<file path="src/verilog/serial_unit_pkg.sv">
// Constants and types shared by the universal serial shift unit.
// Assumes a single 40 MHz system clock; all times become cycle counts here.
`default_nettype none
package serial_unit_pkg;

  // Wire modes: outputs off, three-wire, two-wire, two-wire with ovf hold
  typedef enum logic [1:0] {
    WM_OFF      = 2'b00,
    WM_THREE    = 2'b01,
    WM_TWO      = 2'b10,
    WM_TWO_HOLD = 2'b11
  } wire_mode_type;

  // System clock period and derived timing
  localparam int CLK_PERIOD_NS = 25;
  localparam int SDA_DELAY_NS  = 100;
  localparam int SDA_DLY_CYC   =
    (SDA_DELAY_NS + CLK_PERIOD_NS - 1) / CLK_PERIOD_NS;
  localparam int SCL_DIV       = 4;
  localparam int TOGGLE_GAP    = SCL_DIV / 2;

  // Status write field positions
  localparam int ST_START_BIT = 7;
  localparam int ST_OVF_BIT   = 6;
  localparam int ST_STOP_BIT  = 5;
  localparam int ST_CNT_MSB   = 3;

  // Reset and limit values
  localparam logic [3:0] CNT_MAX    = 4'hF;
  localparam logic [3:0] CNT_RESET  = 4'h0;
  localparam logic [3:0] CNT_ONE    = 4'h1;
  localparam logic [7:0] DATA_RESET = 8'h00;
  localparam logic [1:0] GAP_LOAD   = 2'(TOGGLE_GAP - 1);
  localparam logic [1:0] GAP_ZERO   = 2'h0;
  localparam logic [1:0] GAP_ONE    = 2'h1;
  localparam logic [1:0] BUF_DEPTH  = 2'h2;
  localparam logic [1:0] BUF_EMPTY  = 2'h0;
  localparam logic [1:0] BUF_ONE    = 2'h1;

  // Either two-wire encoding
  function automatic logic is_two_wire(input logic [1:0] mode);
    is_two_wire = (mode == WM_TWO) || (mode == WM_TWO_HOLD);
  endfunction : is_two_wire

endpackage : serial_unit_pkg
`default_nettype wire

</file>
<file path="src/verilog/universal_serial_shift_unit.sv">
// Universal serial shift unit: 8-bit shift register, 4-bit edge counter,
// two-wire start/stop detection with clock hold, three-wire shifting.
// Assumes pins arrive asynchronously and are resolved by the bench from
// the output enables; control writes are one-cycle strobes on clk_sys.
`timescale 1ns/100ps
`default_nettype none
module universal_serial_shift_unit
  import serial_unit_pkg::*;
(
  // Clock and reset
  input  wire logic       clk_sys,
  input  wire logic       rst,
  // Control write strobe and fields
  input  wire logic       ctrl_wr,
  input  wire logic [1:0] wire_mode,
  input  wire logic       clock_source_select_hi,
  input  wire logic       clock_edge_select,
  input  wire logic       shift_clock_strobe,
  input  wire logic       clock_pin_toggle_strobe,
  // Status write and status view
  input  wire logic       status_wr,
  input  wire logic [7:0] status_wdata,
  output logic            start_detect_flag,
  output logic            counter_overflow_flag,
  output logic            stop_flag,
  output logic            collision,
  output logic [3:0]      edge_count,
  // Shift data access
  input  wire logic       data_wr,
  input  wire logic [7:0] data_wdata,
  output logic [7:0]      shift_data_register,
  // Timer compare match event
  input  wire logic       timer_match,
  // Pin drive enables
  input  wire logic       clock_out_en,
  input  wire logic       data_out_en,
  // Serial clock pin
  input  wire logic       serial_clock_pin_i,
  output logic            serial_clock_pin_o,
  output logic            serial_clock_pin_oe,
  // Data in pin, also two-wire data line
  input  wire logic       data_in_pin_i,
  output logic            data_in_pin_o,
  output logic            data_in_pin_oe,
  // Data out pin
  output logic            data_out_pin_o,
  output logic            data_out_pin_oe,
  // Clockless start hint
  output logic            start_wake,
  // Received byte stream
  output logic            rx_valid,
  input  wire logic       rx_ready,
  output logic [7:0]      rx_data
);

  logic [2:0]             scl_sync_q;
  logic [2:0]             sda_sync_q;
  logic                   scl_lvl_q;
  logic                   sda_lvl_q;
  logic                   scl_new;
  logic                   sda_new;
  logic                   scl_rise;
  logic                   scl_fall;
  logic [SDA_DLY_CYC-1:0] sda_dly_q;
  logic                   two_wire;
  logic                   start_det;
  logic                   stop_det;
  logic                   sample_edge;
  logic                   change_edge;
  logic                   soft_strobe;
  logic                   shift_ev;
  logic                   tog_sel;
  logic                   count_ev;
  logic                   toggle_take;
  logic                   wrap;
  logic [1:0]             gap_q;
  logic                   cnt_tog_q;
  logic [7:0]             shift_q;
  logic [7:0]             shift_d;
  logic                   out_bit_q;
  logic [3:0]             cnt_q;
  logic                   ovf_q;
  logic                   start_q;
  logic                   start_hold_q;
  logic                   stop_q;
  logic                   coll_q;
  logic                   scl_drive_q;
  logic                   scl_hold;
  logic [7:0]             buf_mem_q [0:1];
  logic                   buf_wp_q;
  logic                   buf_rp_q;
  logic [1:0]             buf_cnt_q;
  logic                   buf_in_ready;
  logic                   push;
  logic                   pop;

  // Three-stage pin synchronisers; only the second stage reads the first
  always_ff @(posedge clk_sys or posedge rst) begin
    if (rst) begin
      scl_sync_q <= 3'h7;
      sda_sync_q <= 3'h7;
    end else begin
      scl_sync_q <= {scl_sync_q[1:0], serial_clock_pin_i};
      sda_sync_q <= {sda_sync_q[1:0], data_in_pin_i};
    end
  end

  // A level change counts once stages two and three agree
  assign scl_new  = (scl_sync_q[1] == scl_sync_q[2]) ? scl_sync_q[2]
                                                     : scl_lvl_q;
  assign sda_new  = (sda_sync_q[1] == sda_sync_q[2]) ? sda_sync_q[2]
                                                     : sda_lvl_q;
  assign scl_rise = scl_new & ~scl_lvl_q;
  assign scl_fall = ~scl_new & scl_lvl_q;

  // Filtered levels; the bus idles high, so reset to one
  always_ff @(posedge clk_sys or posedge rst) begin
    if (rst) begin
      scl_lvl_q <= 1'b1;
      sda_lvl_q <= 1'b1;
    end else begin
      scl_lvl_q <= scl_new;
      sda_lvl_q <= sda_new;
    end
  end

  // Data delay line so clock is settled when data moves
  always_ff @(posedge clk_sys or posedge rst) begin
    if (rst) begin
      sda_dly_q <= '1;
    end else begin
      sda_dly_q <= {sda_dly_q[SDA_DLY_CYC-2:0], sda_lvl_q};
    end
  end

  // Start/stop decode, only in two-wire modes
  assign two_wire  = is_two_wire(wire_mode);
  assign start_det = two_wire & scl_lvl_q & sda_dly_q[SDA_DLY_CYC-1]
                   & ~sda_dly_q[SDA_DLY_CYC-2];
  assign stop_det  = two_wire & scl_lvl_q & ~sda_dly_q[SDA_DLY_CYC-1]
                   & sda_dly_q[SDA_DLY_CYC-2];

  // Clockless wake hint; software qualifies it with the start flag
  assign start_wake = two_wire & serial_clock_pin_i
                    & ~data_in_pin_i;

  // Clock source selection and edge choice
  assign sample_edge = clock_source_select_hi
                     & (clock_edge_select ? scl_fall : scl_rise);
  assign change_edge = clock_source_select_hi
                     & (clock_edge_select ? scl_rise : scl_fall);
  assign soft_strobe = ctrl_wr & shift_clock_strobe
                     & ~clock_source_select_hi;
  assign shift_ev    = clock_source_select_hi ? sample_edge
                     : (clock_edge_select ? timer_match
                                          : soft_strobe);
  assign toggle_take = ctrl_wr & clock_pin_toggle_strobe
                     & (gap_q == GAP_ZERO);
  assign tog_sel     = ctrl_wr ? shift_clock_strobe : cnt_tog_q;
  assign count_ev    = clock_source_select_hi
                     ? (tog_sel ? toggle_take
                                : (scl_rise | scl_fall))
                     : shift_ev;
  assign wrap        = count_ev & ~status_wr
                     & (cnt_q == CNT_MAX);

  // Toggle spacing keeps the driven clock at a quarter of clk_sys at most
  always_ff @(posedge clk_sys or posedge rst) begin
    if (rst) begin
      gap_q <= GAP_ZERO;
    end else if (toggle_take) begin
      gap_q <= GAP_LOAD;
    end else if (gap_q != GAP_ZERO) begin
      gap_q <= gap_q - GAP_ONE;
    end
  end

  // Counter-from-toggle option remembered from the last control write
  always_ff @(posedge clk_sys or posedge rst) begin
    if (rst) begin
      cnt_tog_q <= 1'b0;
    end else if (ctrl_wr) begin
      cnt_tog_q <= shift_clock_strobe & clock_source_select_hi;
    end
  end

  // Driven serial clock level, toggled by the strobe
  always_ff @(posedge clk_sys or posedge rst) begin
    if (rst) begin
      scl_drive_q <= 1'b1;
    end else if (toggle_take) begin
      scl_drive_q <= ~scl_drive_q;
    end
  end

  // Shift register; a write in the same cycle beats the shift
  assign shift_d = data_wr ? data_wdata
                 : (shift_ev ? {shift_q[6:0], sda_lvl_q}
                             : shift_q);

  always_ff @(posedge clk_sys or posedge rst) begin
    if (rst) begin
      shift_q <= DATA_RESET;
    end else begin
      shift_q <= shift_d;
    end
  end

  // Output latch: open with internal clock and through the change half
  // of an external clock, so a freshly written MSB shows before the
  // first sample edge; closed from the sample edge to the change edge
  always_ff @(posedge clk_sys or posedge rst) begin
    if (rst) begin
      out_bit_q <= 1'b1;
    end else if (~clock_source_select_hi | change_edge
                 | (clock_edge_select ? scl_lvl_q & scl_new
                                      : ~scl_lvl_q & ~scl_new)) begin
      out_bit_q <= shift_q[7];
    end
  end

  // Edge counter; a status write loads it and wins over counting
  always_ff @(posedge clk_sys or posedge rst) begin
    if (rst) begin
      cnt_q <= CNT_RESET;
    end else if (status_wr) begin
      cnt_q <= status_wdata[ST_CNT_MSB:0];
    end else if (count_ev) begin
      cnt_q <= cnt_q + CNT_ONE;
    end
  end

  // Overflow flag: a same-cycle status write suppresses the set, so the clear applies
  always_ff @(posedge clk_sys or posedge rst) begin
    if (rst) begin
      ovf_q <= 1'b0;
    end else if (wrap) begin
      ovf_q <= 1'b1;
    end else if (status_wr & status_wdata[ST_OVF_BIT]) begin
      ovf_q <= 1'b0;
    end
  end

  // Start flag, cleared by writing one; a new start wins
  always_ff @(posedge clk_sys or posedge rst) begin
    if (rst) begin
      start_q <= 1'b0;
    end else if (start_det) begin
      start_q <= 1'b1;
    end else if (status_wr & status_wdata[ST_START_BIT]) begin
      start_q <= 1'b0;
    end
  end

  // Start hold engages on the first clock fall after a start
  always_ff @(posedge clk_sys or posedge rst) begin
    if (rst) begin
      start_hold_q <= 1'b0;
    end else if (~two_wire) begin
      start_hold_q <= 1'b0;
    end else if (status_wr & status_wdata[ST_START_BIT] & ~start_det) begin
      start_hold_q <= 1'b0;
    end else if ((start_q | start_det) & scl_fall) begin
      start_hold_q <= 1'b1;
    end
  end

  // Stop flag and data collision
  always_ff @(posedge clk_sys or posedge rst) begin
    if (rst) begin
      stop_q <= 1'b0;
      coll_q <= 1'b0;
    end else begin
      coll_q <= two_wire & (out_bit_q != sda_lvl_q);
      if (stop_det) begin
        stop_q <= 1'b1;
      end else if (status_wr & status_wdata[ST_STOP_BIT]) begin
        stop_q <= 1'b0;
      end
    end
  end

  // Slave clock stretch: start hold, overflow hold, or full buffer
  assign scl_hold = two_wire & (start_hold_q
                  | ((wire_mode == WM_TWO_HOLD) & ovf_q)
                  | ~buf_in_ready);

  // Pin drivers; two-wire pins are open drain, so only pull low
  always_ff @(posedge clk_sys or posedge rst) begin
    if (rst) begin
      serial_clock_pin_o  <= 1'b0;
      serial_clock_pin_oe <= 1'b0;
      data_in_pin_o       <= 1'b0;
      data_in_pin_oe      <= 1'b0;
      data_out_pin_o      <= 1'b0;
      data_out_pin_oe     <= 1'b0;
    end else if (two_wire) begin
      serial_clock_pin_o  <= 1'b0;
      serial_clock_pin_oe <= scl_hold
                           | (clock_out_en & ~scl_drive_q);
      data_in_pin_o       <= 1'b0;
      data_in_pin_oe      <= data_out_en & ~out_bit_q;
      data_out_pin_o      <= 1'b0;
      data_out_pin_oe     <= 1'b0;
    end else begin
      serial_clock_pin_o  <= scl_drive_q;
      serial_clock_pin_oe <= (wire_mode == WM_THREE) & clock_out_en;
      data_in_pin_o       <= 1'b0;
      data_in_pin_oe      <= 1'b0;
      data_out_pin_o      <= out_bit_q;
      data_out_pin_oe     <= (wire_mode == WM_THREE) & data_out_en;
    end
  end

  // Two-entry receive buffer; when full it stretches a two-wire clock,
  // three-wire masters must drain it before the next byte completes
  assign buf_in_ready = (buf_cnt_q != BUF_DEPTH);
  assign push         = wrap & buf_in_ready;
  assign pop          = rx_valid & rx_ready;
  assign rx_valid     = (buf_cnt_q != BUF_EMPTY);
  assign rx_data      = buf_mem_q[buf_rp_q];

  always_ff @(posedge clk_sys or posedge rst) begin
    if (rst) begin
      buf_mem_q[0] <= DATA_RESET;
      buf_mem_q[1] <= DATA_RESET;
      buf_wp_q     <= 1'b0;
    end else if (push) begin
      buf_mem_q[buf_wp_q] <= shift_d;
      buf_wp_q            <= ~buf_wp_q;
    end
  end

  // Read pointer and fill count
  always_ff @(posedge clk_sys or posedge rst) begin
    if (rst) begin
      buf_rp_q  <= 1'b0;
      buf_cnt_q <= BUF_EMPTY;
    end else begin
      if (pop) begin
        buf_rp_q <= ~buf_rp_q;
      end
      if (push & ~pop) begin
        buf_cnt_q <= buf_cnt_q + BUF_ONE;
      end else if (pop & ~push) begin
        buf_cnt_q <= buf_cnt_q - BUF_ONE;
      end
    end
  end

  // Status view
  assign start_detect_flag     = start_q;
  assign counter_overflow_flag = ovf_q;
  assign stop_flag             = stop_q;
  assign collision             = coll_q;
  assign edge_count            = cnt_q;
  assign shift_data_register   = shift_q;
endmodule : universal_serial_shift_unit
`default_nettype wire

</file>
<file path="config.mk">
export PLATFORM = sky130hd
export DESIGN_NAME = universal_serial_shift_unit
export DESIGN_NICKNAME = d
export VERILOG_FILES = /design/src/verilog/serial_unit_pkg.sv /design/src/verilog/universal_serial_shift_unit.sv
export SDC_FILE = /design/constraint.sdc
export NUM_CORES = 1
export LEC_CHECK = 0
export BUFFER_PORTS_ARGS = -buffer_cell sky130_fd_sc_hd__buf_2
export CAP_MARGIN = 20
export CORE_UTILIZATION = 53
export CTS_BUF_LIST = sky130_fd_sc_hd__clkbuf_16
export DETAILED_ROUTE_END_ITERATION = 6
export GPL_TIMING_DRIVEN = 0
export PLACE_DENSITY = 0.79
export SYNTH_ARGS = -nofsm -noshare
export SYNTH_HDL_FRONTEND = slang
export SYNTH_SLANG_ARGS = --single-unit
</file>
<file path="constraint.sdc">
create_clock -name clk_sys -period 3.13 [get_ports clk_sys]
set_input_delay 0.4695 -clock clk_sys [delete_from_list [all_inputs] [get_ports clk_sys]]
set_output_delay 0.4695 -clock clk_sys [all_outputs]
set_load 0.03 [all_outputs]
</file>
==> results.md <==
- Reg2reg setup slack: ~270 ps
- Synthesized cell area: 2810 um2
- Largest net degree at the start of global routing: 33
- R2r startpoint: scl_lvl_q$_DFF_PP1_
- Min setup slack post-route: 266 ps
- Total global routing track utilization: ~22%
- Leak Pwr: around 1.6 nW
- Util after Layout: 68.3%
- Fin crit share: roughly nine tenths
- Initial antenna violation count: 0
- CTS Sinks: 59
- Max Root-Sink Buffers: 2
- Vias/cell: around 5.2
- Max VDD drop: about 0.45 mV
- Crit Path Max Fanout: 8
- Vias in the first global route: ~2000
- GRT Residual Overflow: 0
- Cells on worst reg2reg path: 7
- Final Setup Violations: 0
- Status: completed
- Seq/Total Area, Yosys: between 50% and 60%
- Crit path required time: around 3300 ps
- Die Y: roughly 75 um
- Critical R2R Capture: buf_mem_q[15]$_DFFE_PP0P_
- Layout cell share with drive strength beyond 1: about 40%
- Total power: approximately 2.6 mW
- Ys flop type: dfrtp_1
- Critical Path End Type: flip-flop
- I/O pin total: 65
- Fin Clk Skew: between 6 and 7 ps
- Synthesized Nets: ~280
- CTS Buf Count: 9
- Clk slew on worst S/H paths: approximately 50 ps
- Diodes inserted: 0
- Row count: 26
- Initial drt markers: 118
- Yosys warns: 0
- Number of flops mapped to enable cells by yosys: 0
- CTS Hold Bufs: 0
- Minimum clock period: approximately 2900 ps
- Drt pass-1 iters: 4
- Post-layout net count: approximately 360
- Synthesized instance count: 245
- Number of max-cap violations: 0
- Root Buffer: clkbuf_16
- Fraction of registers with async set/reset: 100%
- Area grow syn2layout: 24.0%
- DRC: 0
- # H-tree levels: 3
- Number of synthesized register bits: 59
- DRT antenna net count: 0
- Endpoints failing hold: 0
- Die extent in x: 74.9 um
- Worst-Margin Slew: about 740 ps
- Final Wtd Congestion: approximately 0.78
- Die area: about 5600 um2
- Via count: between 2000 and 2500
- Worst-Skew Late Latency: 320 ps
- First-pass GRT wire length: about 9000 um
- Hold Crit Class: input port to async pin
- Pwr/cell area: between 700 and 800 nW/um2
- Post-cts sizing count: 0
- Post-synth cell types: between 50 and 60
- Worst rel slew slack: roughly half
- Post-DP HPWL: approximately 4000 um
- Dpl ws: about 270 ps
- Critical Path Start Type: flip-flop
- Drt total wl: around 5500 um
- WP data arrival: about 3100 ps
- TritonCTS clock tree: done
- Setup bufs post-CTS: 0
- Setup CP Type: flip-flop to flip-flop
- Routed length per instance: between 10 and 15 um
- IO buf count: 62
- Highest clock rate: 349 MHz
- Core area: about 5100 um2
- Initial core utilization: ~55%
- Slew Viols, Final: 0
- Sum of negative setup slack: 0 ps
- Average size of a mapped cell: between 10 and 15 um2
- RSZ-0062 raised after global routing: no
[cells in the final DEF (no fill, tap or decap), drive strengths merged, types with 2 or more instances in the layout]
| cell | n |
|---|---|
| o21ai | 13 |
| dfrtp | 45 |
| nor3 | 3 |
| and3b | 2 |
| o21a | 2 |
| mux2i | 3 |
| dfstp | 14 |
| a21o | 3 |
| nor2 | 14 |
| a2111oi | 2 |
| or2b | 6 |
| nand2 | 20 |
| clkbuf | 16 |
| o221ai | 8 |
| nand2b | 3 |
| ha | 6 |
| o311a | 5 |
| xor2 | 4 |
| inv | 22 |
| o31ai | 2 |
| xnor2 | 3 |
| nand3 | 6 |
| clkinv | 3 |
| o211ai | 3 |
| nor2b | 4 |
| and2b | 2 |
| buf | 65 |
| and2 | 4 |
| a21oi | 4 |
| mux2 | 17 |
| nor3b | 2 |
[state kept, by name, indices dropped and copies added, names as in the netlist, 2 cells and up]
signal,flops
sda_dly_q,4
edge_count,4
gap_q,2
buf_mem_q,16
buf_cnt_q,2
scl_sync_q,3
shift_data_register,8
sda_sync_q,3
[worst max path at each step]
stage,startpoint,endpoint,cells past startpoint
CTS,scl_lvl_q$_DFF_PP1_,buf_mem_q[11]$_DFFE_PP0P_,7
floorplan,scl_lvl_q$_DFF_PP1_,buf_mem_q[10]$_DFFE_PP0P_,7
global placement,scl_lvl_q$_DFF_PP1_,buf_mem_q[10]$_DFFE_PP0P_,7
global route,scl_lvl_q$_DFF_PP1_,buf_mem_q[9]$_DFFE_PP0P_,7
finish,scl_lvl_q$_DFF_PP1_,buf_mem_q[15]$_DFFE_PP0P_,7
detailed placement,scl_lvl_q$_DFF_PP1_,buf_mem_q[9]$_DFFE_PP0P_,7
[cells by family after synthesis]
family	synth area share, %
adder cells (fa/ha/maj)	3.02
AND/OR/NAND/NOR	13.8
XOR/XNOR	2.18
flip-flops	53.1
buffers and inverters	4.23
other	0.133
AO/OA/AOI/OAI	15.6
multiplexers	7.87
[per-layer routing]
layer | up-vias | global-route usage (%) | share of wire (%)
li1 | 1014 | - | -
met4 | 0 | 11.9 | 2.2
met3 | 10 | 5.35 | 5.1
met1 | 970 | 29.2 | 48
met2 | 66 | 34.3 | 45
met5 | - | 0 | 0
[power breakdown]
group	leakage (nW)	internal (mW)	total [mW]	switching, mW
clock network	0.134	0.517	0.828	0.311
logic	0.813	0.258	0.715	0.457
registers	0.701	0.921	1.01	0.0914
total	1.65	1.70	2.56	0.860
[worst max-delay path, cell delays in order, from the launching register on]
cell	delay, ps
dfstp_2	590
a21o_1	140
o21a_1	180
ha_1	240
and2b_1	250
a32oi_4	200
a2111oi_4	720
mux2_2	410
[layout make-up]
type,instances,area [um2]
clock buffer,9,225
multi-input combinational,157,1200
tap,70,87.6
fill,388,1620
inverter,19,71.3
clock inverter,7,31.3
sequential,59,1490
buffer,10,47.5
timing repair buffer,63,330
[synthesized netlist by cell type (3+ instances only)]
cell      number  share of area [%]
nor3_1         3               0.53
o311a_2        5                2.0
nor2b_1        4               0.89
xor2_1         4                1.2
inv_1         19                2.5
mux2_2        17                6.8
ha_1           6                2.7
clkbuf_1       7               0.93
dfrtp_1       45                 40
dfstp_2       14                 13
nand2b_1       3               0.67
o211ai_1       3               0.80
nor2_1        14                1.9
o221ai_1       8                2.5
o21ai_0       12                2.1
a21oi_1        4               0.71
nand2_1       20                2.7
xnor2_1        3               0.93
nand3_1        6                1.1
a21o_1         3               0.80
mux2i_1        3                1.1
or2b_2         6                1.9
[through the flow]
| stage | cell area, um2 | hold WS, ps | std cells |
|---|---|---|---|
| 3_5_place_dp | 3230 | 347 | 378 |
| 3_3_place_gp | 3210 | 346 | 377 |
| 6_report | 3490 | 254 | 394 |
| 5_1_grt | 3490 | 249 | 394 |
| 4_1_cts | 3490 | 247 | 394 |
| 2_1_floorplan | 2810 | 345 | 245 |
Power figures use the tool's default switching activity.
